### config.mk
export PLATFORM = sky130hd
export DESIGN_NAME = fseq_top
export DESIGN_NICKNAME = d
export VERILOG_FILES = /design/src/design/fseq_sync.v /design/src/design/fseq_mem.v /design/src/design/fseq_top.v
export VERILOG_INCLUDE_DIRS = /design/src /design/src/shared
export SDC_FILE = /design/constraint.sdc
export NUM_CORES = 1
export LEC_CHECK = 0
export BUFFER_PORTS_ARGS = -buffer_cell sky130_fd_sc_hd__buf_2
export CAP_MARGIN = 20
export CORE_MARGIN = 2
export CORE_UTILIZATION = 35
export DETAILED_ROUTE_END_ITERATION = 12
export PLACE_DENSITY = 0.47
export SYNTH_ARGS = -nofsm -noshare
export SYNTH_HDL_FRONTEND = slang
export SYNTH_SLANG_ARGS = --single-unit
export TNS_END_PERCENT = 30
### constraint.sdc
create_clock -name clk_sys_in -period 4.2 [get_ports clk_sys_in]
set_input_delay 0.42 -clock clk_sys_in [delete_from_list [all_inputs] [get_ports clk_sys_in]]
set_output_delay 0.42 -clock clk_sys_in [all_outputs]
set_load 0.005 [all_outputs]
### src/shared/fseq_defines.vh
`ifndef FSEQ_DEFINES_VH
`define FSEQ_DEFINES_VH

// Instruction opcodes
`define FSEQ_OP_BYTE_PROG    8'h02
`define FSEQ_OP_WRITE_DIS    8'h04
`define FSEQ_OP_STATUS_RD    8'h05
`define FSEQ_OP_WRITE_EN     8'h06
`define FSEQ_OP_SECTOR_ERASE 8'h20
`define FSEQ_OP_STATUS1_RD   8'h35
`define FSEQ_OP_BLK32_ERASE  8'h52
`define FSEQ_OP_CHIP_ERASE_A 8'h60
`define FSEQ_OP_BUSY_OUT_ON  8'h70
`define FSEQ_OP_BUSY_OUT_OFF 8'h80
`define FSEQ_OP_AUTO_INC     8'had
`define FSEQ_OP_CHIP_ERASE_B 8'hc7
`define FSEQ_OP_BLK64_ERASE  8'hd8

// Status register bit positions
`define FSEQ_ST_BUSY_BIT 0
`define FSEQ_ST_WEL_BIT  1
`define FSEQ_ST_AAI_BIT  6

// Erase region masks (low address bits that are ignored)
`define FSEQ_SECTOR_MASK 24'h000fff
`define FSEQ_BLK32_MASK  24'h007fff
`define FSEQ_BLK64_MASK  24'h00ffff

// Erased byte value
`define FSEQ_ERASED 8'hff

// Frame byte counts needed by the sector and block erase, program and auto-increment commands
`define FSEQ_LEN_ADDR     3'h4
`define FSEQ_LEN_PROG     3'h5
`define FSEQ_LEN_AAI_1ST  3'h6
`define FSEQ_LEN_AAI_NEXT 3'h3

// Clock rate and self-timed operation times
`define FSEQ_CLK_MHZ    125
`define FSEQ_BP_TIME_US 10
`define FSEQ_SE_TIME_MS 25
`define FSEQ_BE_TIME_MS 25
`define FSEQ_CE_TIME_MS 50
`define FSEQ_BP_CYCLES  (`FSEQ_BP_TIME_US * `FSEQ_CLK_MHZ)
`define FSEQ_SE_CYCLES  (`FSEQ_SE_TIME_MS * 1000 * `FSEQ_CLK_MHZ)
`define FSEQ_BE_CYCLES  (`FSEQ_BE_TIME_MS * 1000 * `FSEQ_CLK_MHZ)
`define FSEQ_CE_CYCLES  (`FSEQ_CE_TIME_MS * 1000 * `FSEQ_CLK_MHZ)

`endif

### src/design/fseq_sync.v
`timescale 1ns/1ps
module fseq_sync #(
  parameter       W   = 1,
  parameter [W-1:0] RST = {W{1'b0}}
) (
  input  wire         clk_sys_in,
  input  wire         rst_b_in,
  input  wire [W-1:0] d_in,
  output wire [W-1:0] q_out
);
  genvar i;
  generate
    for (i = 0; i < W; i = i + 1) begin : g_bit
      reg s1;
      reg s2;
      reg s3;
      reg q;
      // Level only moves once the second and third stages agree
      always @(posedge clk_sys_in or negedge rst_b_in) begin
        if (!rst_b_in) begin
          s1 <= RST[i];
          s2 <= RST[i];
          s3 <= RST[i];
          q  <= RST[i];
        end else begin
          s1 <= d_in[i];
          s2 <= s1;
          s3 <= s2;
          if (s2 == s3) begin
            q <= s3;
          end
        end
      end
      assign q_out[i] = q;
    end
  endgenerate
endmodule // fseq_sync

### src/design/fseq_mem.v
`timescale 1ns/1ps
module fseq_mem #(
  parameter AW = 18
) (
  input  wire          clk_sys_in,
  input  wire [AW-1:0] addr_in,
  input  wire          we_in,
  input  wire [7:0]    wdata_in,
  output reg  [7:0]    rdata_out
);
  reg [7:0] mem [0:(1<<AW)-1];
  integer k;

  // A fresh part ships fully erased
  initial begin
    for (k = 0; k < (1<<AW); k = k + 1) begin
      mem[k] = 8'hff;
    end
  end

  always @(posedge clk_sys_in) begin
    if (we_in) begin
      mem[addr_in] <= wdata_in;
    end
    rdata_out <= mem[addr_in];
  end
endmodule // fseq_mem

### src/design/fseq_top.v
`timescale 1ns/1ps
`include "fseq_defines.vh"
module fseq_top #(
  parameter        MEM_AW    = 18,
  parameter [31:0] BP_CYCLES = `FSEQ_BP_CYCLES,
  parameter [31:0] SE_CYCLES = `FSEQ_SE_CYCLES,
  parameter [31:0] BE_CYCLES = `FSEQ_BE_CYCLES,
  parameter [31:0] CE_CYCLES = `FSEQ_CE_CYCLES
) (
  input  wire        clk_sys_in,
  input  wire        rst_b_in,
  input  wire        sck_in,
  input  wire        cs_b_in,
  input  wire        mosi_in,
  input  wire        protect_en_in,
  input  wire [23:0] protect_base_in,
  input  wire [7:0]  second_status_in,
  output reg         miso_out,
  output reg         miso_oe_b_out,
  output reg         busy_out,
  output reg         write_enable_latch_out,
  output reg         auto_inc_out
);
  localparam [2:0] E_IDLE  = 3'd0;
  localparam [2:0] E_PRD   = 3'd1;
  localparam [2:0] E_PWR   = 3'd2;
  localparam [2:0] E_ERASE = 3'd3;
  localparam [2:0] E_WAIT  = 3'd4;
  localparam [23:0] TOP_ADDR = (24'h1 << MEM_AW) - 24'h1;

  wire       sck_q;
  wire       cs_q;
  wire       mosi_q;
  wire [7:0] mem_rd;

  reg        sck_d;
  reg        cs_d;
  reg [7:0]  sh;
  reg [2:0]  bit_cnt;
  reg [2:0]  byte_cnt;
  reg [7:0]  opcode;
  reg [23:0] cmd_addr;
  reg [7:0]  data0;
  reg [7:0]  data1;
  reg [7:0]  tx;
  reg        busy_rep;
  reg [2:0]  state;
  reg [23:0] eng_addr;
  reg [23:0] end_addr;
  reg [7:0]  pdata0;
  reg [7:0]  pdata1;
  reg        two;
  reg        word_op;
  reg [31:0] timer;
  reg [23:0] aai_addr;

  fseq_sync #(
    .W   (3),
    .RST (3'b010)
  ) u_sync (
    .clk_sys_in (clk_sys_in),
    .rst_b_in   (rst_b_in),
    .d_in       ({sck_in, cs_b_in, mosi_in}),
    .q_out      ({sck_q, cs_q, mosi_q})
  );

  wire mem_we = (state == E_PWR) || (state == E_ERASE);
  wire [7:0] mem_wd = (state == E_ERASE) ? `FSEQ_ERASED : (mem_rd & pdata0);

  fseq_mem #(
    .AW (MEM_AW)
  ) u_mem (
    .clk_sys_in (clk_sys_in),
    .addr_in    (eng_addr[MEM_AW-1:0]),
    .we_in      (mem_we),
    .wdata_in   (mem_wd),
    .rdata_out  (mem_rd)
  );

  wire sck_rise = sck_q & ~sck_d & ~cs_q;
  wire sck_fall = ~sck_q & sck_d & ~cs_q;
  wire cs_fall  = ~cs_q & cs_d;
  wire cs_rise  = cs_q & ~cs_d;
  wire [7:0] nb = {sh[6:0], mosi_q};
  wire follow   = auto_inc_out && (opcode == `FSEQ_OP_AUTO_INC);

  // Address bits above the array are don't care
  wire [23:0] ea = {{(24-MEM_AW){1'b0}}, cmd_addr[MEM_AW-1:0]};
  wire [23:0] limit = protect_en_in ? (protect_base_in - 24'h1) : TOP_ADDR;
  wire [23:0] word_a = {ea[23:1], 1'b0};
  wire [23:0] sec_s = ea & ~`FSEQ_SECTOR_MASK;
  wire [23:0] sec_e = ea | `FSEQ_SECTOR_MASK;
  wire [23:0] b32_s = ea & ~`FSEQ_BLK32_MASK;
  wire [23:0] b32_e = ea | `FSEQ_BLK32_MASK;
  wire [23:0] b64_s = ea & ~`FSEQ_BLK64_MASK;
  wire [23:0] b64_e = ea | `FSEQ_BLK64_MASK;
  wire frame_ok = (bit_cnt == 3'd0);
  wire can_write = write_enable_latch_out && !auto_inc_out && !busy_out;

  wire [7:0] status = {1'b0, auto_inc_out, 4'h0, write_enable_latch_out, busy_out};
  wire rd_op = (byte_cnt != 3'd0) &&
               ((opcode == `FSEQ_OP_STATUS_RD) || (opcode == `FSEQ_OP_STATUS1_RD));
  wire [7:0] rd_sel = (opcode == `FSEQ_OP_STATUS1_RD) ? second_status_in : status;

  // Serial receive: framing, bit and byte counting
  always @(posedge clk_sys_in or negedge rst_b_in) begin
    if (!rst_b_in) begin
      sck_d    <= 1'b0;
      cs_d     <= 1'b1;
      sh       <= 8'h00;
      bit_cnt  <= 3'h0;
      byte_cnt <= 3'h0;
      opcode   <= 8'h00;
      cmd_addr <= 24'h000000;
      data0    <= 8'h00;
      data1    <= 8'h00;
    end else begin
      sck_d <= sck_q;
      cs_d  <= cs_q;
      if (cs_fall) begin
        bit_cnt  <= 3'h0;
        byte_cnt <= 3'h0;
        opcode   <= 8'h00;
      end else if (sck_rise) begin
        sh      <= nb;
        bit_cnt <= bit_cnt + 3'h1;
        if (bit_cnt == 3'h7) begin
          if (byte_cnt != 3'h7) begin
            byte_cnt <= byte_cnt + 3'h1;
          end
          case (byte_cnt)
            3'h0: begin
              opcode <= nb;
            end
            3'h1: begin
              if (follow) begin
                data0 <= nb;
              end else begin
                cmd_addr[23:16] <= nb;
              end
            end
            3'h2: begin
              if (follow) begin
                data1 <= nb;
              end else begin
                cmd_addr[15:8] <= nb;
              end
            end
            3'h3: begin
              cmd_addr[7:0] <= nb;
            end
            3'h4: begin
              data0 <= nb;
            end
            3'h5: begin
              data1 <= nb;
            end
            default: begin
            end
          endcase
        end
      end
    end
  end

  // Command execution and self-timed engine
  always @(posedge clk_sys_in or negedge rst_b_in) begin
    if (!rst_b_in) begin
      write_enable_latch_out <= 1'b0;
      auto_inc_out           <= 1'b0;
      busy_out               <= 1'b0;
      busy_rep               <= 1'b0;
      state                  <= E_IDLE;
      eng_addr               <= 24'h000000;
      end_addr               <= 24'h000000;
      pdata0                 <= 8'h00;
      pdata1                 <= 8'h00;
      two                    <= 1'b0;
      word_op                <= 1'b0;
      timer                  <= 32'h0;
      aai_addr               <= 24'h000000;
    end else begin
      if (timer != 32'h0) begin
        timer <= timer - 32'h1;
      end
      case (state)
        E_IDLE: begin
        end
        E_PRD: begin
          state <= E_PWR;
        end
        E_PWR: begin
          if (two) begin
            two      <= 1'b0;
            eng_addr <= {eng_addr[23:1], 1'b1};
            pdata0   <= pdata1;
            state    <= E_PRD;
          end else begin
            state <= E_WAIT;
          end
        end
        E_ERASE: begin
          if (eng_addr == end_addr) begin
            state <= E_WAIT;
          end else begin
            eng_addr <= eng_addr + 24'h1;
          end
        end
        E_WAIT: begin
          if (timer == 32'h0) begin
            state    <= E_IDLE;
            busy_out <= 1'b0;
            if (word_op && auto_inc_out) begin
              if (eng_addr >= limit) begin
                auto_inc_out           <= 1'b0;
                write_enable_latch_out <= 1'b0;
              end else begin
                aai_addr <= eng_addr + 24'h1;
              end
            end
          end
        end
        default: begin
          state <= E_IDLE;
        end
      endcase
      if (cs_rise && frame_ok && (byte_cnt != 3'h0)) begin
        case (opcode)
          `FSEQ_OP_WRITE_EN: begin
            if (!busy_out && !auto_inc_out) begin
              write_enable_latch_out <= 1'b1;
            end
          end
          `FSEQ_OP_WRITE_DIS: begin
            write_enable_latch_out <= 1'b0;
            auto_inc_out           <= 1'b0;
          end
          `FSEQ_OP_BUSY_OUT_ON: begin
            if (!busy_out && !auto_inc_out) begin
              busy_rep <= 1'b1;
            end
          end
          `FSEQ_OP_BUSY_OUT_OFF: begin
            if (!busy_out) begin
              busy_rep <= 1'b0;
            end
          end
          `FSEQ_OP_BYTE_PROG: begin
            if (can_write && (byte_cnt >= `FSEQ_LEN_PROG) &&
                !(protect_en_in && (ea >= protect_base_in))) begin
              write_enable_latch_out <= 1'b0;
              busy_out <= 1'b1;
              eng_addr <= ea;
              pdata0   <= data0;
              two      <= 1'b0;
              word_op  <= 1'b0;
              timer    <= BP_CYCLES;
              state    <= E_PRD;
            end
          end
          `FSEQ_OP_AUTO_INC: begin
            if (busy_out) begin
            end else if (!auto_inc_out) begin
              if (write_enable_latch_out && (byte_cnt >= `FSEQ_LEN_AAI_1ST) &&
                  ({word_a[23:1], 1'b1} <= limit)) begin
                auto_inc_out <= 1'b1;
                busy_out <= 1'b1;
                eng_addr <= word_a;
                pdata0   <= data0;
                pdata1   <= data1;
                two      <= 1'b1;
                word_op  <= 1'b1;
                timer    <= BP_CYCLES;
                state    <= E_PRD;
              end
            end else if (byte_cnt == `FSEQ_LEN_AAI_NEXT) begin
              busy_out <= 1'b1;
              eng_addr <= aai_addr;
              pdata0   <= data0;
              pdata1   <= data1;
              two      <= 1'b1;
              word_op  <= 1'b1;
              timer    <= BP_CYCLES;
              state    <= E_PRD;
            end
          end
          `FSEQ_OP_SECTOR_ERASE: begin
            if (can_write && (byte_cnt >= `FSEQ_LEN_ADDR) &&
                !(protect_en_in && (sec_e >= protect_base_in))) begin
              write_enable_latch_out <= 1'b0;
              busy_out <= 1'b1;
              eng_addr <= sec_s;
              end_addr <= sec_e;
              word_op  <= 1'b0;
              timer    <= SE_CYCLES;
              state    <= E_ERASE;
            end
          end
          `FSEQ_OP_BLK32_ERASE: begin
            if (can_write && (byte_cnt >= `FSEQ_LEN_ADDR) &&
                !(protect_en_in && (b32_e >= protect_base_in))) begin
              write_enable_latch_out <= 1'b0;
              busy_out <= 1'b1;
              eng_addr <= b32_s;
              end_addr <= b32_e;
              word_op  <= 1'b0;
              timer    <= BE_CYCLES;
              state    <= E_ERASE;
            end
          end
          `FSEQ_OP_BLK64_ERASE: begin
            if (can_write && (byte_cnt >= `FSEQ_LEN_ADDR) &&
                !(protect_en_in && (b64_e >= protect_base_in))) begin
              write_enable_latch_out <= 1'b0;
              busy_out <= 1'b1;
              eng_addr <= b64_s;
              end_addr <= b64_e;
              word_op  <= 1'b0;
              timer    <= BE_CYCLES;
              state    <= E_ERASE;
            end
          end
          `FSEQ_OP_CHIP_ERASE_A, `FSEQ_OP_CHIP_ERASE_B: begin
            if (can_write && !protect_en_in) begin
              write_enable_latch_out <= 1'b0;
              busy_out <= 1'b1;
              eng_addr <= 24'h000000;
              end_addr <= TOP_ADDR;
              word_op  <= 1'b0;
              timer    <= CE_CYCLES;
              state    <= E_ERASE;
            end
          end
          default: begin
          end
        endcase
      end
    end
  end

  // Serial output; driven only while selected
  always @(posedge clk_sys_in or negedge rst_b_in) begin
    if (!rst_b_in) begin
      miso_out      <= 1'b0;
      miso_oe_b_out <= 1'b1;
      tx            <= 8'h00;
    end else if (cs_q) begin
      miso_oe_b_out <= 1'b1;
      miso_out      <= 1'b0;
    end else if (busy_rep && auto_inc_out) begin
      miso_oe_b_out <= 1'b0;
      miso_out      <= ~busy_out;
    end else if (sck_fall && rd_op) begin
      miso_oe_b_out <= 1'b0;
      if (bit_cnt == 3'h0) begin
        miso_out <= rd_sel[7];
        tx       <= {rd_sel[6:0], 1'b0};
      end else begin
        miso_out <= tx[7];
        tx       <= {tx[6:0], 1'b0};
      end
    end
  end
endmodule // fseq_top

==> summary.txt, run 1 <==
Final layout
  • Share of post-route cells with drive strength above 1: 0.200
  • Multi-input logic area: ~6500 um^2
  • Design Area, Final: 12600 um^2
  • Fillers: 3002
  • Cell Count, Final, Fillers Out: 1669
  • Fin nets: 1379
  • Fin util: 0.422
  • Area growth syn-to-layout: 18.0%
  • Most frequent cells in the layout: dfrtp_1, nor2_1, nand2_1, ha_1, buf_4
  • Most common cell after layout, fill and taps aside: dfrtp_1
  • Storage cell area: 3960 um^2

Detailed routing
  • Vias: 8976
  • TritonRoute pass-1 iters: 5
  • DRC viols: 0
  • Vias per Instance: 5.38
  • WL per Instance: 19.3 um
  • Routed Antenna Nets: 0
  • Final wirelength: 32300 um
  • 1st-iter DRT viols: 590

Hold path
  • HP Class: input pin to async pin

Floorplan
  • Die Span Y: 178 um
  • Die X: 178 um
  • Core area: 29800 um^2
  • I/O Pins: 43
  • Effective utilization at floorplan: 0.358
  • Die area: 31900 um^2
  • Std-Cell Rows: 63

Setup path
  • CP Class: input pin to flop
  • Reg-to-reg critical path endpoint: end_addr[11]
  • Critical path startpoint category: input pin
  • CP cell instances: buf_2 > buf_4 > or4_4 > or4_4 > nor3_4 > buf_4 > a21oi_1 > o21a_1 > ha_1 > nand4_1 > a211oi_1 > o31a_1 > a311o_1 > o2111ai_1 > a31oi_1 > buf_4 > nor3_4 > buf_12 > mux2_2
  • Max FO, Critical Path: 24
  • Top Family by Delay on Critical Path: simple AND/OR/NAND/NOR gates
  • Cell seen most often among critical-path stages: buf_4
  • Max stage delay on crit path: approximately 0.46 ns
  • CP max-delay cell: or4_4
  • Crit path required time: roughly 4.5 ns
  • Arrival @ worst endpoint: 4.44 ns
  • Crit end category: flop
  • Buf/Inv on CP: 5
  • Register-to-register setup slack: approximately 0.66 ns
  • FF-to-FF path depth: 10
  • Critical R2R Launch: opcode[5]

CTS
  • CTS Buf Count: 17
  • CTS tree: built
  • Max clock buf depth: 2
  • Clock sink count: 158
  • Worst skew pair latency: 0.44 ns
  • Clock Tree Root: clkbuf_16
  • Post-CTS setup buffers: 0
  • Clock slew at reported path FFs: 0.07 ns
  • CTS H-tree depth: 4
  • CTS Hold Buffers Added: 0

Timing
  • Final setup vio count: 0
  • Clock Skew: 0.0145 ns
  • RSZ-0062 raised after global routing: true
  • Hold slack: 0.0552 ns
  • Final hold vios: 0
  • Rel. slew slack: 0.355
  • Max Fclk: 0.242 GHz
  • Slew Viols, Final: 0
  • Fin crit share: 0.982
  • Slew @ Worst Pin: 0.943 ns
  • Final Critical Period: ~4.1 ns

GRT
  • Vias in the first global route: 8966
  • Largest net degree at the start of global routing: 90
  • Global-route wire length before repair: 51400 um
  • Total Routing Usage GR: 0.212
  • Gr ovfl total: 0
  • Initial antenna violation count: 1

Yosys
  • Post-Syn Area: 10700 um^2
  • Primary FF master, synth: dfrtp_1
  • Yosys Warn Count: 0
  • Synth Instances: 1171
  • Post-synthesis sequential area ratio: 0.372
  • EDFF count, synth: 0
  • Post-synth net total: around 1300
  • Post-synth ARST share: 1.00
  • Post-synthesis register bit count: roughly 160
  • Netlist cell types: 77
  • Synthesized area per cell: 9.10 um^2

Power and ir drop
  • PD cells: 278 nW/um^2
  • Leakage power: 5.45 nW
  • Peak supply drop: 0.309 mV

Place
  • Placed insts: 1635
  • Detail Placement HPWL: 24500 um
  • I/O Buffers: 42
  • Dpl cell area: 11800 um^2
  • Routability congestion estimate: 0.852

Job
  • Max_cap viols: 0

Status
  • Status: finished, final reports clean
## worst reg2reg max path, stage by stage, from the launching register on
cell and delay, ns:
dfrtp_1 0.61, and4b_1 0.25, a32oi_1 0.22, nor3_2 0.06, buf_4 0.18, nor3_1 0.54, a21o_1 0.46, inv_1 0.30
and4_1 0.33, buf_4 0.22, or2_2 0.27
## cells in the mapped netlist, drive strengths merged, types with 4 or more instances
cell     number  area share
ha           76       0.089
a31oi         8      0.0047
nand3        31       0.015
nand2       101       0.036
nor2b         6      0.0035
a21o         11      0.0078
clkbuf       34       0.012
o22ai         4      0.0023
dfstp         6       0.015
and2         18       0.011
a21oi        59       0.028
o21a          9      0.0063
a21boi        4      0.0028
or2          10      0.0059
inv          47       0.017
nand4b        5      0.0041
nand2b       11      0.0065
mux2i        11       0.010
xor2         38       0.031
dfrtp       152        0.36
a211oi        6      0.0042
nand4        19       0.011
a2111oi       5      0.0041
or4          13      0.0095
buf           7      0.0038
xnor2        57       0.047
a22o         11      0.0090
o221ai       14       0.012
nor2        127       0.045
or3          10      0.0059
o31ai         7      0.0059
nor3         42       0.022
nor4b         4      0.0033
nor4         18       0.011
o21ai        63       0.031
o211ai       11      0.0078
and3         15      0.0088
mux2         51       0.054
nor3b         5      0.0035
## where the power goes
part / switching, mW / internal (mW)
sequential: 0.0664 / 1.57
combinational: 0.173 / 0.132
clock: 0.745 / 0.806
total: 0.985 / 2.51
## registers in the layout, indices dropped and copies added (netlist names), 7 cells and up
register / cells
aai_addr: 24
cmd_addr: 18
end_addr: 7
eng_addr: 24
opcode: 8
sh: 7
timer: 32
tx: 7
## through the flow
stage	setup slack (ns)	TNS [ns]	total power, mW
finish	0.0739	0	3.49
global route	-0.0878	-2.04	3.65
CTS	-0.0199	-0.0465	3.55
detailed placement	-0.518	-36.98	1.98
global placement	-0.489	-32.12	1.97
floorplan	-0.132	-3.48	1.81
## cell type report
| cell class | instances | area share |
|---|---|---|
| Multi-Input combinational cell | 925 | 0.519 |
| Sequential cell | 158 | 0.315 |
| Timing Repair Buffer | 116 | 0.0645 |
| Tap cell | 390 | 0.0388 |
| Clock buffer | 18 | 0.0349 |
| Inverter | 47 | 0.0156 |
| Clock inverter | 14 | 0.0117 |
| Antenna cell | 1 | 0.000199 |
## how the worst max path moves through the flow
stage	to	cells past startpoint	startpoint
2_1_floorplan	aai_addr[10]	19	protect_base_in[0]
3_3_place_gp	timer[8]	22	protect_base_in[0]
3_5_place_dp	timer[3]	22	protect_base_in[0]
4_1_cts	timer[4]	19	protect_base_in[0]
5_1_grt	aai_addr[10]	19	protect_base_in[1]
6_report	aai_addr[20]	19	protect_base_in[1]
## timing repair
| action | in CTS | in global routing |
|---|---|---|
| pin swaps | 2 | 2 |
| endpoints found under the setup margin | 36 | 82 |
| endpoints found under the hold margin | 0 | 0 |
| resized for setup | 4 | 35 |
| cloned | 0 | 1 |
## per-layer routing
layer | up-vias | global-route usage | share of wire
met4 | 0 | 0.0562 | 0.019
met2 | 143 | 0.325 | 0.45
li1 | 4424 | - | -
met3 | 32 | 0.0330 | 0.032
met1 | 4377 | 0.310 | 0.50
met5 | - | 0 | 0
## kinds of logic (layout without fill, tap and decap cells)
logic type	after synthesis	count (layout)	synth area share
AO/OA/AOI/OAI	244	244	0.153
multiplexers	62	62	0.0642
buffers and inverters	88	195	0.0324
other	0	1	0
AND/OR/NAND/NOR	445	445	0.208
adder cells (fa/ha/maj)	79	79	0.0921
XOR/XNOR	95	95	0.0781
flip-flops	158	158	0.372
No activity file was read; power rests on OpenSTA's default activity.
==> inputs of run 2 (changes only) <==
--- a/config.mk
+++ b/config.mk
@@ -6,12 +6,12 @@
 export SDC_FILE = /design/constraint.sdc
 export NUM_CORES = 1
 export LEC_CHECK = 0
-export BUFFER_PORTS_ARGS = -buffer_cell sky130_fd_sc_hd__buf_2
 export CAP_MARGIN = 20
-export CORE_MARGIN = 2
+export CORE_MARGIN = 4
 export CORE_UTILIZATION = 35
 export DETAILED_ROUTE_END_ITERATION = 12
-export PLACE_DENSITY = 0.47
+export DONT_BUFFER_PORTS = 1
+export PLACE_DENSITY = 0.46
 export SYNTH_ARGS = -nofsm -noshare
 export SYNTH_HDL_FRONTEND = slang
 export SYNTH_SLANG_ARGS = --single-unit
==> summary.txt, run 2 (synthesized netlist as in run 1, its figures left out) <==
Final layout
  • Max reg flops: 32 (unchanged)
  • Biggest register: timer
  • Fin util: 0.412 (-0.0102)
  • Share of post-route cells with drive strength above 1: 0.149 (-0.0508)
  • Most common cell after layout, fill and taps aside: dfrtp_1
  • Fin nets: 1325 (-3.9%)
  • Largest registers: timer (32), aai_addr (24), eng_addr (24)
  • Area growth syn-to-layout: 15.2%
  • Most frequent cells in the layout: dfrtp_1, nor2_1, nand2_1, ha_1, o21ai_0
  • Ant diodes: 0 (-1)

GRT
  • Vias in the first global route: 8916 (-0.56%)
  • Largest net degree at the start of global routing: 159 (+77%)
  • Global-route wire length before repair: 51400 um (about the same)
  • Grt peak-use layer: met2
  • GR Layer Usage met2: 0.305 (-0.0199)
  • Gr ovfl total: 0 (unchanged)
  • Initial antenna violation count: 0 (-1)
  • Total Routing Usage GR: 0.197 (-0.0155)
  • M3 GR Usage: 0.0323 (-0.000745)
  • Met1 GRT Util: 0.283 (-0.0270)

Floorplan
  • Die Span Y: 182 um (+2.2%)
  • Die area: 33300 um^2 (+4.5%)
  • Die X: 182 um (+2.2%)
  • Core area: 29800 um^2 (unchanged)
  • I/O Pins: 43 (unchanged)
  • Effective utilization at floorplan: 0.358 (unchanged)
  • Std-Cell Rows: 63 (unchanged)

Detailed routing
  • 1st-iter DRT viols: 641 (+8.6%)
  • DRC viols: 0 (unchanged)
  • Vias per Instance: 5.46 (+1.5%)
  • Routed Antenna Nets: 0 (unchanged)
  • Vias: 8813 (-1.8%)
  • WL per Instance: 19.9 um (+3.0%)
  • TritonRoute pass-1 iters: 5 (unchanged)
  • Final wirelength: 32200 um (-0.35%)

Setup path
  • Max stage delay on crit path: 0.51 ns (+0.05 ns)
  • CP cell instances: or4_4 > or4_4 > nor3_4 > xnor2_1 > and2_1 > ha_1 > a21o_1 > a21o_1 > a211o_1 > o211ai_1 > a21oi_1 > o2111ai_2 > a31oi_1 > buf_4 > nor3_4 > buf_4 > buf_6 > mux2_2
  • Arrival @ worst endpoint: 4.29 ns (-0.15 ns)
  • CP Class: input pin to flop
  • Critical path startpoint category: input pin
  • Crit end category: flop
  • Max FO, Critical Path: 7 (-71%)
  • Top Family by Delay on Critical Path: simple AND/OR/NAND/NOR gates
  • Buf/Inv on CP: 3 (-2)
  • Crit path required time: 4.53 ns (about the same)
  • CP max-delay cell: or4_4

Place
  • Post-Place Worst Slack: -0.330 ns (+0.188 ns)
  • Detail Placement HPWL: 24100 um (-1.8%)
  • Routability congestion estimate: 0.843 (-1.1%)
  • I/O Buffers: 0 (-100%)

Timing
  • Slew @ Worst Pin: 1.02 ns (+0.0748 ns)
  • Rel. slew slack: 0.321 (-0.0336)
  • Final Critical Period: 3.96 ns (-0.167 ns)
  • RSZ-0062 raised after global routing: true
  • Final WS setup: 0.241 ns (+0.167 ns)
  • Fin crit share: 0.943 (-0.0397)
  • Max Fclk: 0.253 GHz (+4.2%)
  • Final setup vio count: 0 (unchanged)
  • Final hold vios: 38 (+38)
  • Hold slack: -0.127 ns (-0.182 ns)
  • Slew Viols, Final: 0 (unchanged)
  • Clock Skew: 0.0161 ns (+0.00161 ns)

Power and ir drop
  • Peak supply drop: 0.345 mV (+12%)
  • Leakage power: 5.24 nW (-3.8%)
  • PD cells: 297 nW/um^2 (+6.9%)

CTS
  • CTS Buf Count: 17 (unchanged)
  • Max clock buf depth: 2 (unchanged)
  • Clock sink count: 158 (unchanged)
  • CTS tree: built
  • Clock slew at reported path FFs: 0.06 ns (about the same)
  • Clock Tree Root: clkbuf_16
  • CTS H-tree depth: 4 (unchanged)
  • Worst skew pair latency: 0.45 ns (about the same)

Status
  • Failing checks: hold timing
  • Status: finished, violations left

Job
  • Max_cap viols: 0 (unchanged)

Hold path
  • HP Class: input pin to async pin
run 2: changes by cell type in the layout (fill, tap and decap cells not counted), moves of 4 or more:
cell,previous run,this run
buf_4,70,54
a21oi_1,54,58
a21oi_2,5,1
buf_2,40,0
bufinv_16,0,5
o21ai_0,55,59
run 2: power breakdown:
group | leakage [nW] | total (mW) | switching (mW) | internal, mW
combinational | 3.02 | 0.257 | 0.143 | 0.114
sequential | 1.91 | 1.64 | 0.0727 | 1.57
clock | 0.315 | 1.74 | 0.668 | 1.08
total | 5.24 | 3.64 | 0.883 | 2.76
run 2: layout make-up:
class / count / area [um^2]
clock buffer: 20 / 447
clock inverter: 12 / 206
fill: 3032 / 17500
inverter: 47 / 196
multi-input combinational: 925 / 6440
sequential: 158 / 3960
tap: 390 / 488
timing repair buffer: 62 / 531
run 2: layer usage:
metal,share of wire,vias up
met2,0.45,140
li1,-,4313
met5,0,-
met4,0.017,0
met1,0.50,4331
met3,0.034,29
run 2: per-stage QoR:
stage	instances	hold slack, ns	setup TNS (ns)	total power [mW]	cell area (um^2)
global route	1614	0.0239	-0.00309	3.80	12300
detailed placement	1574	0.135	-19.96	1.90	11500
floorplan	1171	0.124	-3.48	1.81	10700
CTS	1610	0.0211	0	3.70	12200
finish	1614	-0.127	0	3.64	12300
global placement	1574	0.134	-15.57	1.90	11500
run 2: what timing repair did:
item / CTS / global route
buffers inserted: 0 / 2
hold buffers: 4 / 0
hold endpoints to repair: 161 / 0
resized for setup: 0 / 11
endpoints found under the setup margin: 0 / 69
run 2: worst paths after layout:
check | from | to | slack (ns) | cells past startpoint
setup / recovery | protect_base_in[0] | aai_addr[21] | 0.24 | 18
hold / removal | rst_b_in | eng_addr[2] | -0.13 | 1
setup reg to reg | timer[4] | aai_addr[21] | 0.60 | 9
hold reg to reg | u_sync.g_bit[0].s1 | u_sync.g_bit[0].s2 | 0.35 | 0
max in group asynchronous | rst_b_in | cmd_addr[1] | 3.45 | 1
min in group clk_sys_in | second_status_in[0] | tx[1] | 0.22 | 2
